**src/pin_cell_pkg.sv**
```systemverilog
// Constants, field layout and types for the configurable pin interface cell
package pin_cell_pkg;

   // Register byte offsets
   localparam logic [7:0] OFF_STORE  = 8'h00;
   localparam logic [7:0] OFF_INVERT = 8'h04;
   localparam logic [7:0] OFF_PAD    = 8'h08;
   localparam logic [7:0] OFF_STATUS = 8'h0c;

   // Element indices
   localparam int EL_IN  = 0;
   localparam int EL_OUT = 1;
   localparam int EL_OE  = 2;
   localparam int NUM_EL = 3;

   // Storage register fields
   localparam int ST_LATCH = 0;   // [2:0] one per element, 1 = latch
   localparam int ST_SRMODE = 3;  // [8:3] two bits per element
   localparam int ST_USEREG = 9;  // [11:9] one per element, 1 = through element
   localparam int ST_DELAY = 12;

   // Inversion register fields
   localparam int IV_OUT = 0;
   localparam int IV_CLK = 1;
   localparam int IV_SR = 2;
   localparam int IV_CE = 3;      // [5:3] one per element
   localparam int IV_OE = 6;

   // Pad register fields
   localparam int PD_PULLUP = 0;
   localparam int PD_PULLDOWN = 1;
   localparam int PD_KEEPER = 2;

   // Status register fields
   localparam int SS_PAD = 0;
   localparam int SS_Q = 1;       // [3:1]
   localparam int SS_DONE = 4;
   localparam int SS_KEPT = 5;

   // Reset values
   localparam logic [31:0] RST_STORE  = 32'h0000_0000;
   localparam logic [31:0] RST_INVERT = 32'h0000_0000;
   localparam logic [31:0] RST_PAD    = 32'h0000_0000;

   // Shared set/reset behaviour; bit 0 gives the forced value, bit 1 async
   typedef enum logic [1:0] {
      SR_SYNC_RESET  = 2'b00,
      SR_SYNC_SET    = 2'b01,
      SR_ASYNC_CLEAR = 2'b10,
      SR_ASYNC_SET   = 2'b11
   } sr_mode_t;

   // Boundary-scan controls from the test access port
   typedef struct packed {
      logic capture;
      logic shift;
      logic update;
      logic extest;
      logic tdi;
   } scan_ctl_t;

   // Whole state of the cell
   typedef struct packed {
      logic [31:0] store;
      logic [31:0] invert;
      logic [31:0] pad;
      logic [2:0]  q;
      logic        clk_prev;
      logic        dly;
      logic        kept;
      logic [2:0]  scan_shift;
      logic [2:0]  scan_hold;
      logic [31:0] prdata;
      logic        pslverr;
   } cell_state_t;

endpackage

```
**src/pin_interface_cell.sv**
```systemverilog
// Configurable registered pin interface cell with APB configuration slave
`timescale 1ns/1ps
`default_nettype none
module pin_interface_cell (
   input  wire logic                   pclk,
   input  wire logic                   presetn,
   input  wire logic                   psel,
   input  wire logic                   penable,
   input  wire logic                   pwrite,
   input  wire logic [7:0]             paddr,
   input  wire logic [31:0]            pwdata,
   output logic [31:0]                 prdata,
   output logic                        pready,
   output logic                        pslverr,
   input  wire logic                   config_done,
   input  wire logic                   mode_pullup,
   input  wire logic                   cell_clk,
   input  wire logic                   shared_set_reset,
   input  wire logic [2:0]             cell_ce,
   input  wire logic                   core_out,
   input  wire logic                   core_oe,
   output logic                        core_in,
   input  wire logic                   pad_in,
   output logic                        pad_out,
   output logic                        pad_oe,
   output logic                        pull_up,
   output logic                        pull_down,
   output logic                        keep_out,
   output logic                        keep_oe,
   input  wire pin_cell_pkg::scan_ctl_t scan,
   output logic                        tdo
);

   pin_cell_pkg::cell_state_t r;
   pin_cell_pkg::cell_state_t next_r;

   // Address decode for the error response; the write path decodes paddr itself
   function automatic logic mapped(input logic [7:0] a);
      mapped = (a == pin_cell_pkg::OFF_STORE) || (a == pin_cell_pkg::OFF_INVERT) ||
               (a == pin_cell_pkg::OFF_PAD) || (a == pin_cell_pkg::OFF_STATUS);
   endfunction

   logic       clk_lvl;
   logic       rise;
   logic       sr_act;
   logic [2:0] ce;
   logic [2:0] d;
   logic [2:0] eff;
   logic [2:0] is_async;
   logic [2:0] init;
   logic [2:0] transp;
   logic       oe_core;
   logic       out_val;
   logic       oe_val;
   logic [31:0] status;
   logic       setup;
   logic       wr;

   // Control inputs each pass their own inverter
   // polarity inversion
   assign clk_lvl = cell_clk ^ r.invert[pin_cell_pkg::IV_CLK];
   assign sr_act  = shared_set_reset ^ r.invert[pin_cell_pkg::IV_SR];
   assign ce      = cell_ce ^ r.invert[pin_cell_pkg::IV_CE +: 3];
   assign oe_core = core_oe ^ r.invert[pin_cell_pkg::IV_OE];
   assign rise = clk_lvl & ~r.clk_prev;

   // Data inputs of the three elements
   // optional delay stage
   assign d[pin_cell_pkg::EL_IN]  = r.store[pin_cell_pkg::ST_DELAY] ? r.dly : pad_in;
   assign d[pin_cell_pkg::EL_OUT] = core_out;
   assign d[pin_cell_pkg::EL_OE]  = oe_core;

   // Per-element view; a latch is transparent while its clock level and enable are high
   genvar gi;
   generate
      for (gi = 0; gi < pin_cell_pkg::NUM_EL; gi++) begin : g_el
         logic [1:0] mode;
         assign mode = r.store[pin_cell_pkg::ST_SRMODE + 2*gi +: 2];
         assign is_async[gi] = mode[1];
         assign init[gi]     = mode[0];
         assign transp[gi] = r.store[pin_cell_pkg::ST_LATCH + gi] & clk_lvl & ce[gi];
         // async force acts without an edge
         assign eff[gi] = (is_async[gi] & sr_act) ? init[gi] :
                          transp[gi] ? (sr_act ? init[gi] : d[gi]) : r.q[gi];
      end
   endgenerate

   // Bypass selection for each path
   // input bypass
   assign core_in = r.store[pin_cell_pkg::ST_USEREG + pin_cell_pkg::EL_IN] ?
                    eff[pin_cell_pkg::EL_IN] : pad_in;
   assign out_val = (r.store[pin_cell_pkg::ST_USEREG + pin_cell_pkg::EL_OUT] ?
                     eff[pin_cell_pkg::EL_OUT] : core_out) ^ r.invert[pin_cell_pkg::IV_OUT];
   assign oe_val = r.store[pin_cell_pkg::ST_USEREG + pin_cell_pkg::EL_OE] ?
                   eff[pin_cell_pkg::EL_OE] : oe_core;

   // Pad drive; scan update overrides the core during external test
   // high impedance before configuration
   always_comb begin
      if (!config_done) begin
         pad_out = 1'b0;
         pad_oe  = 1'b0;
      end else if (scan.extest) begin
         pad_out = r.scan_hold[pin_cell_pkg::EL_OUT];
         pad_oe  = r.scan_hold[pin_cell_pkg::EL_OE];
      end else begin
         pad_out = out_val;
         pad_oe  = oe_val;
      end
   end

   // Pull resistors and keeper
   // global pull-up before configuration
   assign pull_up   = config_done ? r.pad[pin_cell_pkg::PD_PULLUP] : mode_pullup;
   assign pull_down = config_done & r.pad[pin_cell_pkg::PD_PULLDOWN];
   // weak hold of the last level
   assign keep_oe   = config_done & r.pad[pin_cell_pkg::PD_KEEPER] & ~pad_oe;
   assign keep_out  = r.kept;

   // Status word
   always_comb begin
      status = 32'h0000_0000;
      status[pin_cell_pkg::SS_PAD] = pad_in;
      status[pin_cell_pkg::SS_Q +: 3] = eff;
      status[pin_cell_pkg::SS_DONE] = config_done;
      status[pin_cell_pkg::SS_KEPT] = r.kept;
   end

   // APB phases; the slave never stalls
   assign setup   = psel & ~penable;
   assign wr      = psel & penable & pwrite;
   assign pready  = 1'b1;
   assign prdata  = r.prdata;
   assign pslverr = r.pslverr;
   assign tdo     = r.scan_shift[0];

   // Next state
   always_comb begin
      next_r = r;
      next_r.clk_prev = clk_lvl;
      // One pclk of delay stands in for the clock distribution delay
      next_r.dly = pad_in;
      // The keeper follows the pad on every pclk, whatever drives it
      next_r.kept = pad_in;
      for (int i = 0; i < pin_cell_pkg::NUM_EL; i++) begin
         if (is_async[i] & sr_act) begin
            next_r.q[i] = init[i];
         end else if (r.store[pin_cell_pkg::ST_LATCH + i]) begin
            next_r.q[i] = eff[i];
         end else if (rise & sr_act) begin
            // sync force only at an edge
            next_r.q[i] = init[i];
         end else if (rise & ce[i]) begin
            next_r.q[i] = d[i];
         end
      end
      if (scan.capture) begin
         next_r.scan_shift = {oe_val, out_val, pad_in};
      end else if (scan.shift) begin
         next_r.scan_shift = {scan.tdi, r.scan_shift[2:1]};
      end
      if (scan.update) begin
         next_r.scan_hold = r.scan_shift;
      end
      // Read data is latched in the setup cycle so it is steady in the access cycle
      if (setup) begin
         next_r.pslverr = ~mapped(paddr);
         case (paddr)
            pin_cell_pkg::OFF_STORE:  next_r.prdata = r.store;
            pin_cell_pkg::OFF_INVERT: next_r.prdata = r.invert;
            pin_cell_pkg::OFF_PAD:    next_r.prdata = r.pad;
            pin_cell_pkg::OFF_STATUS: next_r.prdata = status;
            default:                  next_r.prdata = 32'h0000_0000;
         endcase
      end
      // Writes take effect in the access cycle; status is read only
      if (wr) begin
         case (paddr)
            pin_cell_pkg::OFF_STORE:  next_r.store = {19'h0, pwdata[12:0]};
            pin_cell_pkg::OFF_INVERT: next_r.invert = {25'h0, pwdata[6:0]};
            pin_cell_pkg::OFF_PAD:    next_r.pad = {29'h0, pwdata[2:0]};
            default:                  next_r.pad = r.pad;
         endcase
      end
   end

   // State register
   always_ff @(posedge pclk or negedge presetn) begin
      if (!presetn) begin
         r <= '0;
         r.store <= pin_cell_pkg::RST_STORE;
         r.invert <= pin_cell_pkg::RST_INVERT;
         r.pad <= pin_cell_pkg::RST_PAD;
      end else begin
         r <= next_r;
      end
   end

endmodule // pin_interface_cell
`default_nettype wire

```
**config.mk**
```make
export PLATFORM = sky130hd
export DESIGN_NAME = pin_interface_cell
export DESIGN_NICKNAME = d
export VERILOG_FILES = /design/src/pin_cell_pkg.sv /design/src/pin_interface_cell.sv
export SDC_FILE = /design/constraint.sdc
export NUM_CORES = 1
export LEC_CHECK = 0
export ABC_AREA = 0
export BUFFER_PORTS_ARGS = -buffer_cell sky130_fd_sc_hd__buf_4
export CORE_ASPECT_RATIO = 1.5
export CORE_UTILIZATION = 26
export CTS_CLUSTER_SIZE = 14
export DETAILED_ROUTE_END_ITERATION = 12
export PLACE_DENSITY = 0.55
export SYNTH_ARGS = -nofsm -noshare
export SYNTH_HDL_FRONTEND = slang
export SYNTH_SLANG_ARGS = --single-unit
```
**constraint.sdc**
```tcl
create_clock -name pclk -period 2.27 [get_ports pclk]
set_clock_uncertainty 0.1 [all_clocks]
set_input_delay 0.454 -clock pclk [delete_from_list [all_inputs] [get_ports pclk]]
set_output_delay 0.454 -clock pclk [all_outputs]
set_load 0.02 [all_outputs]
```
==> parameters.txt <==
Parameter                              Value

Power
  Peak supply drop ... 0.265 mV
  Leakage power of the design ... 1.80 nW
  Power density over the cells ... 554 nW/um^2

Routing
  Drc violations ... 0
  Drt total wl ... 7550 um
  Via count ... 2,225
  Count of antenna-violating nets left after detailed routing ... 0
  Max layer used ... met4
  Met1 WL ... approximately 2800 um
  Routed length on met3 ... between 200 and 300 um
  Vias per cell ... around 4.6
  Detailed-routing iteration count for the pre-antenna-repair pass ... 4
  Number of violations reported at the end of detailed-routing iteration 0 ... around 140
  Met2 routed WL ... 4150 um
  Routed WL per cell ... about 16 um

Placement
  Weighted congestion at the end of routability-driven global placement ... 0.910
  DP HPWL ... around 6000 um
  Number of port buffers ... 62
  Post-Place Cell Area ... about 3500 um^2

Synthesis
  Synthesis-stage register bit count ... between 40 and 50
  Number of synthesized flops with an enable pin ... 0
  Fraction of the yosys area taken by sequential cells ... between 40% and 50%
  Gate Count Post-Synth ... between 200 and 300
  Ys flop type ... dfrtp_1
  Distinct cells, synth ... between 50 and 60
  Avg Inst Size Synth ... ~11 um^2
  Synthesized cell area ... around 2800 um^2
  Count of yosys warnings during synthesis ... 0
  Share of async-settable or async-resettable flops after synthesis ... 100%

Timing
  Final number of max-transition violations ... 0
  Worst Max-Slew Pin Slew ... 0.615 ns
  Final hold violation count ... 0
  Unrepaired setup endpoints after global routing ... true
  Share of the cycle needed by the critical path after routing ... 108%
  Maximum operating frequency ... roughly 400 MHz
  Final Critical Period ... about 2.5 ns
  Relative max-transition margin ... between 50 and 60%
  Number of endpoints failing setup at the final stage ... 4
  Setup_tns ... -0.684 ns
  Final setup margin ... -0.191 ns

Finish
  Area growth syn-to-layout ... 34.4%
  Finished layout cell area ... 3820 um^2
  Filler cells ... between 1,000 and 1,500
  Diodes inserted ... 0
  Fraction of final layout cells sized beyond drive strength 1 ... 47.0%
  Net count of the finished layout ... a little under 400
  Utilization of the core after routing ... 36.1%

Global routing
  Pin count of the biggest net entering global routing ... between 40 and 50
  Total track usage ... between 10% and 20%
  GRT Residual Overflow ... 0
  Antenna violations before repair ... 0
  Wire length of the first global-routing pass ... 11,800 um
  Number of global-route vias before repair ... around 2,300

Critical path
  Critical Path Slowest Stage Cell ... dfrtp_2
  Endpoint class of the critical path ... primary output
  Maximum fanout along the worst path ... 5
  WP data required ... about 1.7 ns
  Type of the worst setup path ... reg2out
  Critical path cell sequence ... xor2_4 -> a211oi_2 -> a2bb2oi_2 -> or3_4 -> nand3_2 -> buf_6
  Top delay family on crit path ... flip-flops
  Arrival time reported for the critical path endpoint ... between 1.5 and 2 ns
  Crit start category ... flop
  Critical path's largest stage delay ... roughly 0.48 ns
  CP bufs+invs ... 1

Run status
  Violated checks ... setup timing
  Outcome ... finished with violations

CTS
  Later-pin clock latency in the skew report ... around 0.29 ns
  H-Tree Depth ... 2
  Clock sinks ... 47
  Number of hold buffers added after CTS ... 0
  Maximum count of clock buffers along a single path ... 2
  CTS tree ... yes
  Root Buffer ... clkbuf_16
  Worst-path clk slew ... roughly 0.07 ns
  Total clock buffers created by CTS ... 5

Die
  I/O pins ... 102
  Num rows ... 46
  Initial core utilization ... a little over a quarter
  Total die area ... roughly 11,000 um^2
  Floorplan die width ... about 87 um
  Height of the die ... 130 um
  Core area ... 10,600 um^2

Flow run
  Number of max-cap violations ... 0

Min path
  Worst hold-check path type ... in2async
## cells in the mapped netlist (all sizes together), types with 4 or more instances
library cell	n	share of area, %
buf	38	10
nand3b	4	1.5
mux2i	9	3.3
a22o	9	2.8
inv	5	0.66
o21ai	13	2.3
mux2	27	12
o22ai	5	1.1
o31ai	4	1.1
nand2	10	1.3
xor2	5	2.5
nand3	11	1.9
clkbuf	5	0.66
a21oi	6	1.1
and3	4	1.1
nor3	10	2.9
nor2	11	1.5
dfrtp	47	41
## path summary, 6_finish.rpt
path / start / to / slack, ns / depth (start not counted)
worst max register to register: r[78] / r[38] / 0.27 / 8
worst max-delay path: r[79] / pad_out / -0.19 / 6
min in group pclk: pwdata[10] / r[119] / 0.27 / 3
worst min register to register: prdata[6] / prdata[6] / 0.39 / 2
max in group asynchronous: presetn / r[79] / 1.55 / 1
worst min-delay path: presetn / g_el[2].mode[1] / 0.07 / 1
## cell type report
type	instances	area, um^2	share of cell area, %
clock inverters	2	35.0	0.916
clock buffers	6	139	3.63
flip-flops and latches	47	1180	30.8
multi-input cells	183	1540	40.2
inverters	5	18.8	0.491
repair buffers	93	734	19.2
well taps	144	180	4.71
## cells by family after synthesis
group	after synthesis	share of synthesized area, %
DFF	47	41.3
muxes	37	15.8
buffers and inverters	48	11.3
AOI/OAI and AO/OA	57	13.9
and+or+nand+nor	62	14.0
xor gates and xnor gates	7	3.34
other	2	0.264
## where the power goes
part | switching, mW | leakage [nW] | internal, mW
Combinational | 0.197 | 1.10 | 0.169
Clock | 0.311 | 0.0868 | 0.548
Sequential | 0.0270 | 0.618 | 0.869
Total | 0.536 | 1.80 | 1.58
## what timing repair did
action	in CTS	in global routing
endpoints found under the setup margin	4	4
buffers inserted	6	2
pin swaps	13	7
resized for setup	17	9
## placed cells by master, fill, tap and decap left out, types with 5 or more instances in the layout
cell,n
a22o_1,9
o22ai_1,5
clkbuf_16,5
inv_1,5
mux2_2,19
o21ai_0,9
nor2_1,9
mux2i_1,8
dfrtp_1,45
nor3_1,6
nand3_1,9
buf_4,88
mux2_4,8
nand2_1,9
conb_1,20
a21oi_1,5
## layer usage
| layer | up-vias | global-route usage [%] |
|---|---|---|
| met5 | - | 0 |
| met4 | 0 | 8.29 |
| met3 | 19 | 2.21 |
| met2 | 68 | 25.4 |
| met1 | 1085 | 14.7 |
| li1 | 1053 | - |
## flip-flops by register name, indices dropped and copies added (netlist names)
signal / cells
g_el.mode: 6
keep_out: 1
tdo: 1
r: 25
prdata: 13
pslverr: 1
## through the flow
| stage | power [mW] | hold slack, ns | std cells | worst slack, ns |
|---|---|---|---|---|
| detailed placement | 1.24 | 0.377 | 465 | -0.124 |
| CTS | 2.13 | 0.102 | 479 | -0.212 |
| global placement | 1.24 | 0.381 | 465 | -0.114 |
| floorplan | 1.10 | 0.0584 | 278 | 0.152 |
| global route | 2.22 | 0.127 | 480 | -0.256 |
| finish | 2.12 | 0.0703 | 480 | -0.191 |
No activity file was read; power rests on OpenSTA's default activity.
